File: src/vsc_defs.svh
// Timing constants and command-byte field positions for the voice store serial control.
// Assumes the system clock runs at 125 MHz.
`ifndef VSC_DEFS_SVH
`define VSC_DEFS_SVH

`define VSC_CLK_HZ 125000000
`define VSC_WAKE_DELAY_MS 25
`define VSC_WAKE_CYCLES ((`VSC_CLK_HZ / 1000) * `VSC_WAKE_DELAY_MS)
`define VSC_FRAME_BITS 24
`define VSC_CTRL_BITS 8
`define VSC_ADDR_BITS 16
`define VSC_BIT_GO 7
`define VSC_BIT_DIR 6
`define VSC_BIT_POWER 5
`define VSC_BIT_IGNADDR 4
`define VSC_BIT_CUE 3
`define VSC_LAST_ROW 16'h095F
`define VSC_STEP_CYCLES 32'h0000_0040

`endif

File: src/vsc_pkg.sv
// Types shared by the voice store serial control block.
// Assumes nothing beyond a SystemVerilog compiler.
package vsc_pkg;
    typedef enum logic [1:0] {
        VSC_IDLE = 2'b00,
        VSC_PLAY = 2'b01,
        VSC_REC = 2'b10
    } vsc_op_t;
endpackage

File: src/vsc_sync3.sv
// Three-stage synchroniser whose output changes once stages two and three agree.
// Assumes the input is asynchronous to clk_sys.
module vsc_sync3 (
    // Clock and reset
    input wire logic clk_sys,
    input wire logic sys_rst,
    // Signal
    input wire logic din,
    output logic dout
);
    logic s1;
    logic s2;
    logic s3;

    always_ff @(posedge clk_sys) begin
        if (sys_rst) begin
            s1 <= 1'b1;
            s2 <= 1'b1;
            s3 <= 1'b1;
        end else begin
            s1 <= din;
            s2 <= s1;
            s3 <= s2;
        end
    end

    always_ff @(posedge clk_sys) begin
        if (sys_rst) begin
            dout <= 1'b1;
        end else if (s2 == s3) begin
            dout <= s3;
        end
    end
endmodule

File: src/vsc_shifter.sv
// Serial frame shifter: samples data on rising link-clock edges, moves output on falling edges.
// Assumes edge strobes are one-cycle pulses derived from a synchronised link clock.
module vsc_shifter (
    // Clock and reset
    input wire logic clk_sys,
    input wire logic sys_rst,
    // Link events
    input wire logic frame_start,
    input wire logic rise,
    input wire logic fall,
    input wire logic mosi_bit,
    // Status to send, captured at frame start
    input wire logic [23:0] load_word,
    // Results
    output logic [23:0] rx_word,
    output logic [4:0] rx_count,
    output logic miso_bit
);
    logic [23:0] tx_word;

    always_ff @(posedge clk_sys) begin
        if (sys_rst) begin
            rx_word <= 24'h00_0000;
            rx_count <= 5'h00;
        end else if (frame_start) begin
            rx_count <= 5'h00;
        end else if (rise && rx_count != 5'h1F) begin
            rx_word <= {rx_word[22:0], mosi_bit};
            rx_count <= rx_count + 5'h01;
        end
    end

    always_ff @(posedge clk_sys) begin
        if (sys_rst) begin
            tx_word <= 24'h00_0000;
            miso_bit <= 1'b0;
        end else if (frame_start) begin
            tx_word <= {load_word[22:0], 1'b0};
            miso_bit <= load_word[23];
        end else if (fall) begin
            tx_word <= {tx_word[22:0], 1'b0};
            miso_bit <= tx_word[23];
        end
    end
endmodule

File: src/vsc_core.sv
// Command interpreter of a serial voice record and playback store.
// Assumes the host is a serial master with idle-low clock, select active low.
`include "vsc_defs.svh"

////////////////////////////////////////////////////////////////////////////////
// How it works
// - Cueing is latched only when a playback begins, ignored mid-operation.
// - Status shifts out on the output while a command shifts in.
// - After power-on the device is ready only after the wake delay.
// - Playback runs from the address, flags end of message and halts.
// - Recording runs to memory end, flags overflow and halts.
// - Go bit one starts the selected operation, zero stops it.
// - Direction bit one selects playback, zero recording.
// - Cue bit one enables fast message cueing, zero disables it.
// - Power bit one powers up, zero enters standby only when the go bit is also zero.
// - Ignore-address one keeps current position, zero loads the frame address.
// - The 16-bit row position is shifted out during every frame.
// - A frame is eight control bits then sixteen address bits, select low.
// - Input sampled on rising clock edge, output changed on falling edge.
// - Pending interrupts clear when the next frame begins.
// - Control bits are decoded one by one into play, record, cue, stop and power actions.
module vsc_core
    import vsc_pkg::*;
#(
    parameter int WAKE_CYCLES = `VSC_WAKE_CYCLES,
    parameter logic [15:0] LAST_ROW = `VSC_LAST_ROW,
    parameter int STEP_CYCLES = `VSC_STEP_CYCLES
) (
    // Clock and reset
    input wire logic clk_sys,
    input wire logic sys_rst,
    // Serial link pins
    input wire logic ss_n,
    input wire logic sclk,
    input wire logic mosi,
    output logic miso,
    output logic miso_oe,
    // Interrupt pin, open drain
    output logic int_n_o,
    output logic int_n_oe,
    // Storage array side
    input wire logic end_of_message_marker,
    output logic [15:0] row_position,
    output logic playing,
    output logic recording,
    output logic cue_enable,
    output logic master_power,
    output logic ready
);
    logic ss_s;
    logic sclk_s;
    logic mosi_s;
    logic ss_d;
    logic sclk_d;
    logic frame_start;
    logic frame_end;
    logic rise;
    logic fall;
    logic [23:0] rx_word;
    logic [4:0] rx_count;
    logic miso_bit;
    logic memory_full_flag;
    logic marker_flag;
    logic step_due;
    logic [31:0] wake_cnt;
    logic [31:0] step_cnt;
    vsc_op_t op;
    logic cmd_valid;
    logic [7:0] cmd;
    logic [15:0] target_address;

    ////////////////////////////////////////////////////////////////////////////
    // Pin synchronisers.
    vsc_sync3 u_ss (.clk_sys(clk_sys), .sys_rst(sys_rst), .din(ss_n), .dout(ss_s));
    vsc_sync3 u_sclk (.clk_sys(clk_sys), .sys_rst(sys_rst), .din(sclk), .dout(sclk_s));
    vsc_sync3 u_mosi (.clk_sys(clk_sys), .sys_rst(sys_rst), .din(mosi), .dout(mosi_s));

    always_ff @(posedge clk_sys) begin
        if (sys_rst) begin
            ss_d <= 1'b1;
            sclk_d <= 1'b0;
        end else begin
            ss_d <= ss_s;
            sclk_d <= sclk_s;
        end
    end

    assign frame_start = ss_d && !ss_s;
    assign frame_end = !ss_d && ss_s;
    assign rise = !ss_s && sclk_s && !sclk_d;
    assign fall = !ss_s && !sclk_s && sclk_d;

    ////////////////////////////////////////////////////////////////////////////
    // Frame shifter; status word is flags then row position.
    vsc_shifter u_shift (
        .clk_sys(clk_sys),
        .sys_rst(sys_rst),
        .frame_start(frame_start),
        .rise(rise),
        .fall(fall),
        .mosi_bit(mosi_s),
        .load_word({memory_full_flag, marker_flag, 6'h00, row_position}),
        .rx_word(rx_word),
        .rx_count(rx_count),
        .miso_bit(miso_bit)
    );

    assign miso = miso_bit;
    assign miso_oe = !ss_s;
    assign int_n_o = 1'b0;
    assign int_n_oe = memory_full_flag || marker_flag;

    // Only a frame of exactly the full bit count is acted upon.
    assign cmd_valid = frame_end && rx_count == 5'(`VSC_FRAME_BITS);
    assign cmd = rx_word[`VSC_FRAME_BITS-1:`VSC_ADDR_BITS];
    assign target_address = rx_word[`VSC_ADDR_BITS-1:0];

    ////////////////////////////////////////////////////////////////////////////
    // Power control and wake delay.
    always_ff @(posedge clk_sys) begin
        if (sys_rst) begin
            master_power <= 1'b0;
            wake_cnt <= 32'h0000_0000;
            ready <= 1'b0;
        end else if (cmd_valid && !cmd[`VSC_BIT_POWER] && !cmd[`VSC_BIT_GO]) begin
            master_power <= 1'b0;
            ready <= 1'b0;
        end else if (cmd_valid && cmd[`VSC_BIT_POWER] && !master_power) begin
            master_power <= 1'b1;
            wake_cnt <= 32'(WAKE_CYCLES);
            ready <= 1'b0;
        end else if (master_power && !ready) begin
            if (wake_cnt <= 32'h0000_0001) begin
                ready <= 1'b1;
            end else begin
                wake_cnt <= wake_cnt - 32'h0000_0001;
            end
        end
    end

    ////////////////////////////////////////////////////////////////////////////
    // Operation control, row pointer and interrupt flags.
    always_ff @(posedge clk_sys) begin
        if (sys_rst) begin
            op <= VSC_IDLE;
            cue_enable <= 1'b0;
            row_position <= 16'h0000;
            step_cnt <= 32'h0000_0000;
        end else if (cmd_valid && cmd[`VSC_BIT_GO] && ready && op == VSC_IDLE) begin
            // 11xxx = play family, 10xxx = record family (cue bit ignored).
            if (!cmd[`VSC_BIT_IGNADDR]) begin
                row_position <= target_address;
            end
            if (cmd[`VSC_BIT_DIR]) begin
                op <= VSC_PLAY;
                cue_enable <= cmd[`VSC_BIT_CUE];
            end else begin
                op <= VSC_REC;
                cue_enable <= 1'b0;
            end
            step_cnt <= 32'(STEP_CYCLES);
        end else if (cmd_valid && !cmd[`VSC_BIT_GO]) begin
            op <= VSC_IDLE;
            cue_enable <= 1'b0;
        end else begin
            case (op)
                VSC_PLAY: begin
                    if (end_of_message_marker) begin
                        op <= VSC_IDLE;
                        cue_enable <= 1'b0;
                    end else if (step_cnt <= 32'h0000_0001 || cue_enable) begin
                        step_cnt <= 32'(STEP_CYCLES);
                        if (row_position == LAST_ROW) begin
                            op <= VSC_IDLE;
                            cue_enable <= 1'b0;
                        end else begin
                            row_position <= row_position + 16'h0001;
                        end
                    end else begin
                        step_cnt <= step_cnt - 32'h0000_0001;
                    end
                end
                VSC_REC: begin
                    if (step_cnt <= 32'h0000_0001) begin
                        step_cnt <= 32'(STEP_CYCLES);
                        if (row_position == LAST_ROW) begin
                            op <= VSC_IDLE;
                        end else begin
                            row_position <= row_position + 16'h0001;
                        end
                    end else begin
                        step_cnt <= step_cnt - 32'h0000_0001;
                    end
                end
                default: begin
                    op <= VSC_IDLE;
                end
            endcase
        end
    end

    // A row step is due on the slow row timer, or on every cycle while cueing.
    assign step_due = step_cnt <= 32'h0000_0001 || (op == VSC_PLAY && cue_enable);

    // Set wins over the clear at frame start.
    always_ff @(posedge clk_sys) begin
        if (sys_rst) begin
            marker_flag <= 1'b0;
            memory_full_flag <= 1'b0;
        end else begin
            if (op == VSC_PLAY && end_of_message_marker) begin
                marker_flag <= 1'b1;
            end else if (frame_start) begin
                marker_flag <= 1'b0;
            end
            // Cueing can run off the array end too, so it must raise overflow as well.
            if (op != VSC_IDLE && row_position == LAST_ROW && step_due
                    && !(op == VSC_PLAY && end_of_message_marker)) begin
                memory_full_flag <= 1'b1;
            end else if (frame_start) begin
                memory_full_flag <= 1'b0;
            end
        end
    end

    assign playing = op == VSC_PLAY;
    assign recording = op == VSC_REC;
endmodule

File: config.mk
export PLATFORM = sky130hd
export DESIGN_NAME = vsc_core
export DESIGN_NICKNAME = d
export VERILOG_FILES = /design/src/vsc_pkg.sv /design/src/vsc_sync3.sv /design/src/vsc_shifter.sv /design/src/vsc_core.sv
export VERILOG_INCLUDE_DIRS = /design/src
export SDC_FILE = /design/constraint.sdc
export NUM_CORES = 1
export LEC_CHECK = 0
export ABC_AREA = 1
export ABC_CLOCK_PERIOD_IN_PS = 2200
export BUFFER_PORTS_ARGS = -buffer_cell sky130_fd_sc_hd__buf_2
export CAP_MARGIN = 20
export CORE_ASPECT_RATIO = 0.6
export CORE_MARGIN = 3
export CORE_UTILIZATION = 55
export DETAILED_ROUTE_END_ITERATION = 6
export PLACE_DENSITY = 0.72
export SYNTH_ARGS = -nofsm -noshare
export SYNTH_HDL_FRONTEND = slang
export SYNTH_HIERARCHICAL = 1
export SYNTH_SLANG_ARGS = --single-unit
File: constraint.sdc
create_clock -name clk_sys -period 2.2 [get_ports clk_sys]
set_input_delay 0.11 -clock clk_sys [delete_from_list [all_inputs] [get_ports clk_sys]]
set_output_delay 0.11 -clock clk_sys [all_outputs]
set_load 0.02 [all_outputs]
Yosys cells after proc, flatten, opt, wreduce, memory -nomap -nowiden
Cells that the tools add are included.
Storage, ports and cells
  register bits: 154
  output and inout port bits: 25
  logic and storage cells: 151
Cells by class
  reductions and logical operators: 57
  bitwise gates (word level): 3
  mux-type cells: 39
  order comparisons: 2
  add/sub/neg operators: 4
  equal/unequal tests: 17
Operator list (number)
  $mux W32: 6
  $mux W16: 7
  $le A32 B1 Y1 const B: 2
  $pmux W32 S2: 1
  $sub A32 B1 Y32 const B: 2
  $mux W24: 2
  $pmux W16 S2: 1
  $logic_and A1 B1 Y1: 22
  $add A16 B1 Y16 const B: 1
  $eq A16 B12 Y1 const B: 1
  $mux W2: 7
  $mux W7: 2
  $mux W1: 12
  $reduce_and A3 Y1: 4
  $reduce_bool A2 Y1: 6
  $logic_not A1 Y1: 9
  $ne A2 B2 Y1 const B: 4
  $reduce_bool A4 Y1: 2
  $ne A3 B1 Y1 const B: 2
  $reduce_and A2 Y1: 3
  $reduce_and A6 Y1: 1
  $reduce_bool A3 Y1: 2
  $reduce_or A2 Y1: 3
  $add A5 B1 Y5 const B: 1
  13 further kinds: 19

Longest topological paths before layout
  depth after elaboration: 8
  mapped depth: 13
  mapped depth without buffers: 13

By module
The synthesis kept the hierarchy.
Modules (own cells, without submodules)
  vsc_core: area an instance 5992.0 µm², cells an instance 942, times used 1
  vsc_shifter: area an instance 2418.6 µm², cells an instance 321, times used 1
  vsc_sync3: area an instance 128.9 µm², cells an instance 15, times used 3

Worst setup path before layout
Ideal clock, no wire load.
  path kind: flip-flop to flip-flop
  start: register op[1]
  end: register step_cnt[11]
  arrival: 1.811 ns
  setup time: 0.113 ns
  setup slack: 0.276 ns
  cell stages (with the launch flop): 13
  data required time: 2.087 ns
  path through: dfxtp_1 > inv_1 > ha_1 > nand2_1 > inv_1 > nor2_2 > nand2_2 > nor2_1 > nand2_1 > nor2_1 > nand3_1 > nor2_1 > nor2_1
Between the ends
  longest elaborated chain between the ends: 3
  elaborated cells between the ends (all ways): 9
  those cells by class: eq/ne: 3; mux: 1; reduce/logical: 5
RTL lines
  from (decl): line vsc_core.sv:67  | vsc_op_t op;
  from (signal assigned): line vsc_core.sv:145  | op <= VSC_IDLE;
  from (signal assigned): line vsc_core.sv:155  | op <= VSC_PLAY;
  from (signal assigned): line vsc_core.sv:158  | op <= VSC_REC;
  $eq A2 B1 Y1 *
  via playing: line vsc_core.sv:44  | output logic playing,
  $ne A2 B2 Y1 (no line) / $reduce_bool A2 Y1 (equally long branches)
  $reduce_and A3 Y1 (no line)
  to (signal assigned): line vsc_core.sv:161  | step_cnt <= 32'(STEP_CYCLES);
  to (signal assigned): line vsc_core.sv:172  | step_cnt <= 32'(STEP_CYCLES);
  to (signal assigned): line vsc_core.sv:180  | step_cnt <= step_cnt - 32'h0000_0001;
  to (decl): line vsc_core.sv:66  | logic [31:0] step_cnt;
Mark *: on every way through the listed nets, which the timed path passes. The rest lies on a longest branch.
A chain may end at the register's enable or synchronous reset.

Worst setup path after layout
  start: register step_cnt[0]
  end: register row_position[9]
Between the ends
  longest elaborated chain between the ends: 4
  elaborated cells between the ends (all ways): 5
  those cells by class: order compare: 1; eq/ne: 2; reduce/logical: 2
RTL lines
  $le A32 B1 Y1 *: line vsc_core.sv:171, vsc_core.sv:184
  $logic_or A1 B1 Y1: line vsc_core.sv:171  | end else if (step_cnt <= 32'h0000_0001 || cue_enable) begin
  $ne A3 B1 Y1 (no line)
  $reduce_and A6 Y1 (no line) *
  to (signal assigned): line vsc_core.sv:152  | row_position <= target_address;
  to (signal assigned): line vsc_core.sv:177  | row_position <= row_position + 16'h0001;
  to (signal assigned): line vsc_core.sv:189  | row_position <= row_position + 16'h0001;
  to (decl): line vsc_core.sv:43  | output logic [15:0] row_position,
Mark *: on every way between the ends. The rest lies on a longest branch, timed or not.

==> reports/results.ini <==
[critical_path]
end_kind = register
crit_path_max_fanout = 13
arrival_ns = 2.35
path_class = register to register
crit_chain = inv_1, ha_1, nand2_2, nor2_4, nand2_1, nand2_1, nand2_4, nand3_4, inv_1, nor2_2, buf_12, nor2_2, nor2_1
max_stage_delay_ns = 0.34
crit_buf_inv = 3
worst_path_max_delay_cell = dfxtp_1
crit_required_ns = 2.55
critPathTopFamily = simple AND/OR/NAND/NOR gates
cp-start-kind = register

[layout]
num-fill-cells = 1412
syn2layout_area_growth_pct = 12.8
antenna_cells = 0
drive_above_1_share_pct = 16.4
final_nets = 1374

[timing]
clock_skew_ns = 0.0135
hold_viol = 0
min_period_over_period_pct = 90.8
fmax_mhz = 501
worstMarginPinSlew_ns = 0.708
hold_ws_ns = 0.0338
min_period_ns = 2.00
finalSetupTns_ns = 0
rsz0062_at_grt = no
finalSetupViolCount = 0
maxSlewHeadroom_pct = 52.8
drv_slew = 0

[die]
die_h_um = 104
rows = 35
die_area_um2 = 17600
die_width_um = 169
core_area_um2 = 15500
io_pins = 31
initial_utilization_pct = 56.7

[route]
drc = 0
vias = 8184
routed_via_density = 5.21
dr.first_iter.drc_count = 698
wire_per_inst_um = 13.7
wirelength_mm = 21.6
drtPass1Iterations = 7
antenna_left = 0

[logic_synthesis]
ys_seq_area_share_pct = 35.0
yosys-top-cells-area = dfxtp_1 (35%), nand2_1 (15%), nor2_1 (8.8%)
syn_area_um2 = 8800
synth.distinct_cells = 43
synth-edff-count = 0
yosysTopAreaCellShare_pct = 35.0
syn_inst = 1308
yosysWarnings = 6
synthArstFlopShare_pct = 0
ys_top_cells_by_count = nand2_1 (360), nor2_1 (206), dfxtp_1 (154)
ys_seq_elements = 154
synth_top_area_cell = dfxtp_1
post-synth-top-count-cell = nand2_1
syn_area_per_cell_um2 = 6.73
yosys_most_used_dff = dfxtp_1

[clocking]
root_buffer = clkbuf_16
cts_buffer_depth = 2
numCtsBuffers = 17
path_clk_slew_ns = 0.07
clk_latency_ns = 0.42
cts_htree_levels = 4
cts.sinks = 154
cts_tree = built

[place]
hpwl_mm = 15.3
place.gp.congestion = 0.958
port_buffers = 29

[global_route]
grt_max_degree = 50
grt_antenna_before_repair = 0
grt_pass1_wl_mm = 36.6
overflow = 0
grtUsageTotal_pct = 25.0
grt_pass1_vias = 7295

[power_and_ir_drop]
power_density_nw_per_um2 = 607
vdd_drop_max_mv = 0.502
p_leak_uw = 0.00457

[outcome]
status = complete, no violations

[min_path]
hp-class = input port to register

[flow_run]
maxCapViolations = 0

-- layout by cell type, fill, tap and decap left out, types with 8 or more instances in the layout --
| cell | count |
|---|---|
| a21oi_2 | 33 |
| ha_1 | 12 |
| dfxtp_1 | 154 |
| nand3b_1 | 8 |
| nor2_1 | 205 |
| xnor2_1 | 16 |
| nand2_2 | 25 |
| nor3_1 | 18 |
| o21ai_0 | 16 |
| nand3_2 | 11 |
| inv_1 | 117 |
| nand4_1 | 30 |
| or2_2 | 13 |
| xor2_1 | 26 |
| nand3_1 | 114 |
| clkbuf_16 | 17 |
| buf_2 | 28 |
| a21oi_1 | 39 |
| nor2_2 | 18 |
| nand2_1 | 360 |
| buf_4 | 34 |
-- registers in the layout, indices dropped and copies added, names as in the netlist, 2 cells and up --
name,flops
op,2
row_position,16
step_cnt,32
u_shift/rx_count,5
u_shift/rx_word,24
u_shift/tx_word,23
wake_cnt,32
-- power by group --
| group | switching [uW] | total [uW] | internal, uW |
|---|---|---|---|
| Combinational | 75.9 | 104 | 28.1 |
| Clock | 1370 | 3120 | 1740 |
| Sequential | 4.08 | 2800 | 2790 |
| Total | 1450 | 6020 | 4570 |
-- worst paths after layout --
kind	start	cells after the start	slack, ns	end
worst max register to register	step_cnt[0]	13	0.20	row_position[9]
worst min-delay path	end_of_message_marker	3	0.03	marker_flag
worst min register to register	u_ss/s1	1	0.42	u_ss/s2
worst max-delay path	step_cnt[0]	13	0.20	row_position[9]
-- routing by layer --
metal / up-vias / GRT usage [%] / share of wire, %
met4: 0 / 4.96 / 0.61
met3: 13 / 4.79 / 7.5
li1: 4224 / - / -
met1: 3689 / 41.0 / 53
met2: 258 / 33.1 / 39
met5: - / 0 / 0
-- worst reg2reg max path, delay by kind of cell (launching register included) --
kind | cells | cell delay [ns]
AND/OR/NAND/NOR | 9 | 1.04
buffers and inverters | 3 | 0.36
flip-flops | 1 | 0.34
adder cells (fa/ha/maj) | 1 | 0.20
-- metrics by stage --
step / setup WS, ns / util [%] / power (uW) / area [um2] / std cells
6_report: 0.202 / 64.0 / 6020 / 9920 / 1572
5_1_grt: 0.00750 / 64.0 / 6200 / 9920 / 1572
4_1_cts: 0.0587 / 63.7 / 6050 / 9870 / 1572
3_5_place_dp: 0.0817 / 59.4 / 2960 / 9210 / 1536
3_3_place_gp: 0.125 / 59.4 / 2960 / 9210 / 1536
2_1_floorplan: 0.276 / - / 2930 / 8820 / 1314
-- area by class of cell --
cell class              count  area (um2)  share of cell area (%)
clock buffers              17         425                    4.29
inverters                 125         480                    4.84
clock inverters            15         198                    1.99
repair buffers             69         495                    4.99
flip-flops and latches    154        3080                    31.1
well taps                 203         254                    2.56
multi-input cells         989        4990                    50.3
-- timing repair --
item | in CTS | in global routing
endpoints found under the setup margin | 0 | 68
resized for setup | 0 | 11
hold buffers | 4 | 0
hold endpoints to repair | 10 | 0
buffers inserted | 0 | 0
-- cells by family after synthesis --
group                      after synthesis  share of synthesized area [%]
adders and majority gates               12                           1.71
other                                    1                         0.0426
xor gates and xnor gates                42                           4.18
AOI/OAI and AO/OA                       96                           7.21
buffers and inverters                  171                           9.09
DFF                                    154                           35.0
and+or+nand+nor                        832                           42.7
No activity file was read; power rests on OpenSTA's default activity.
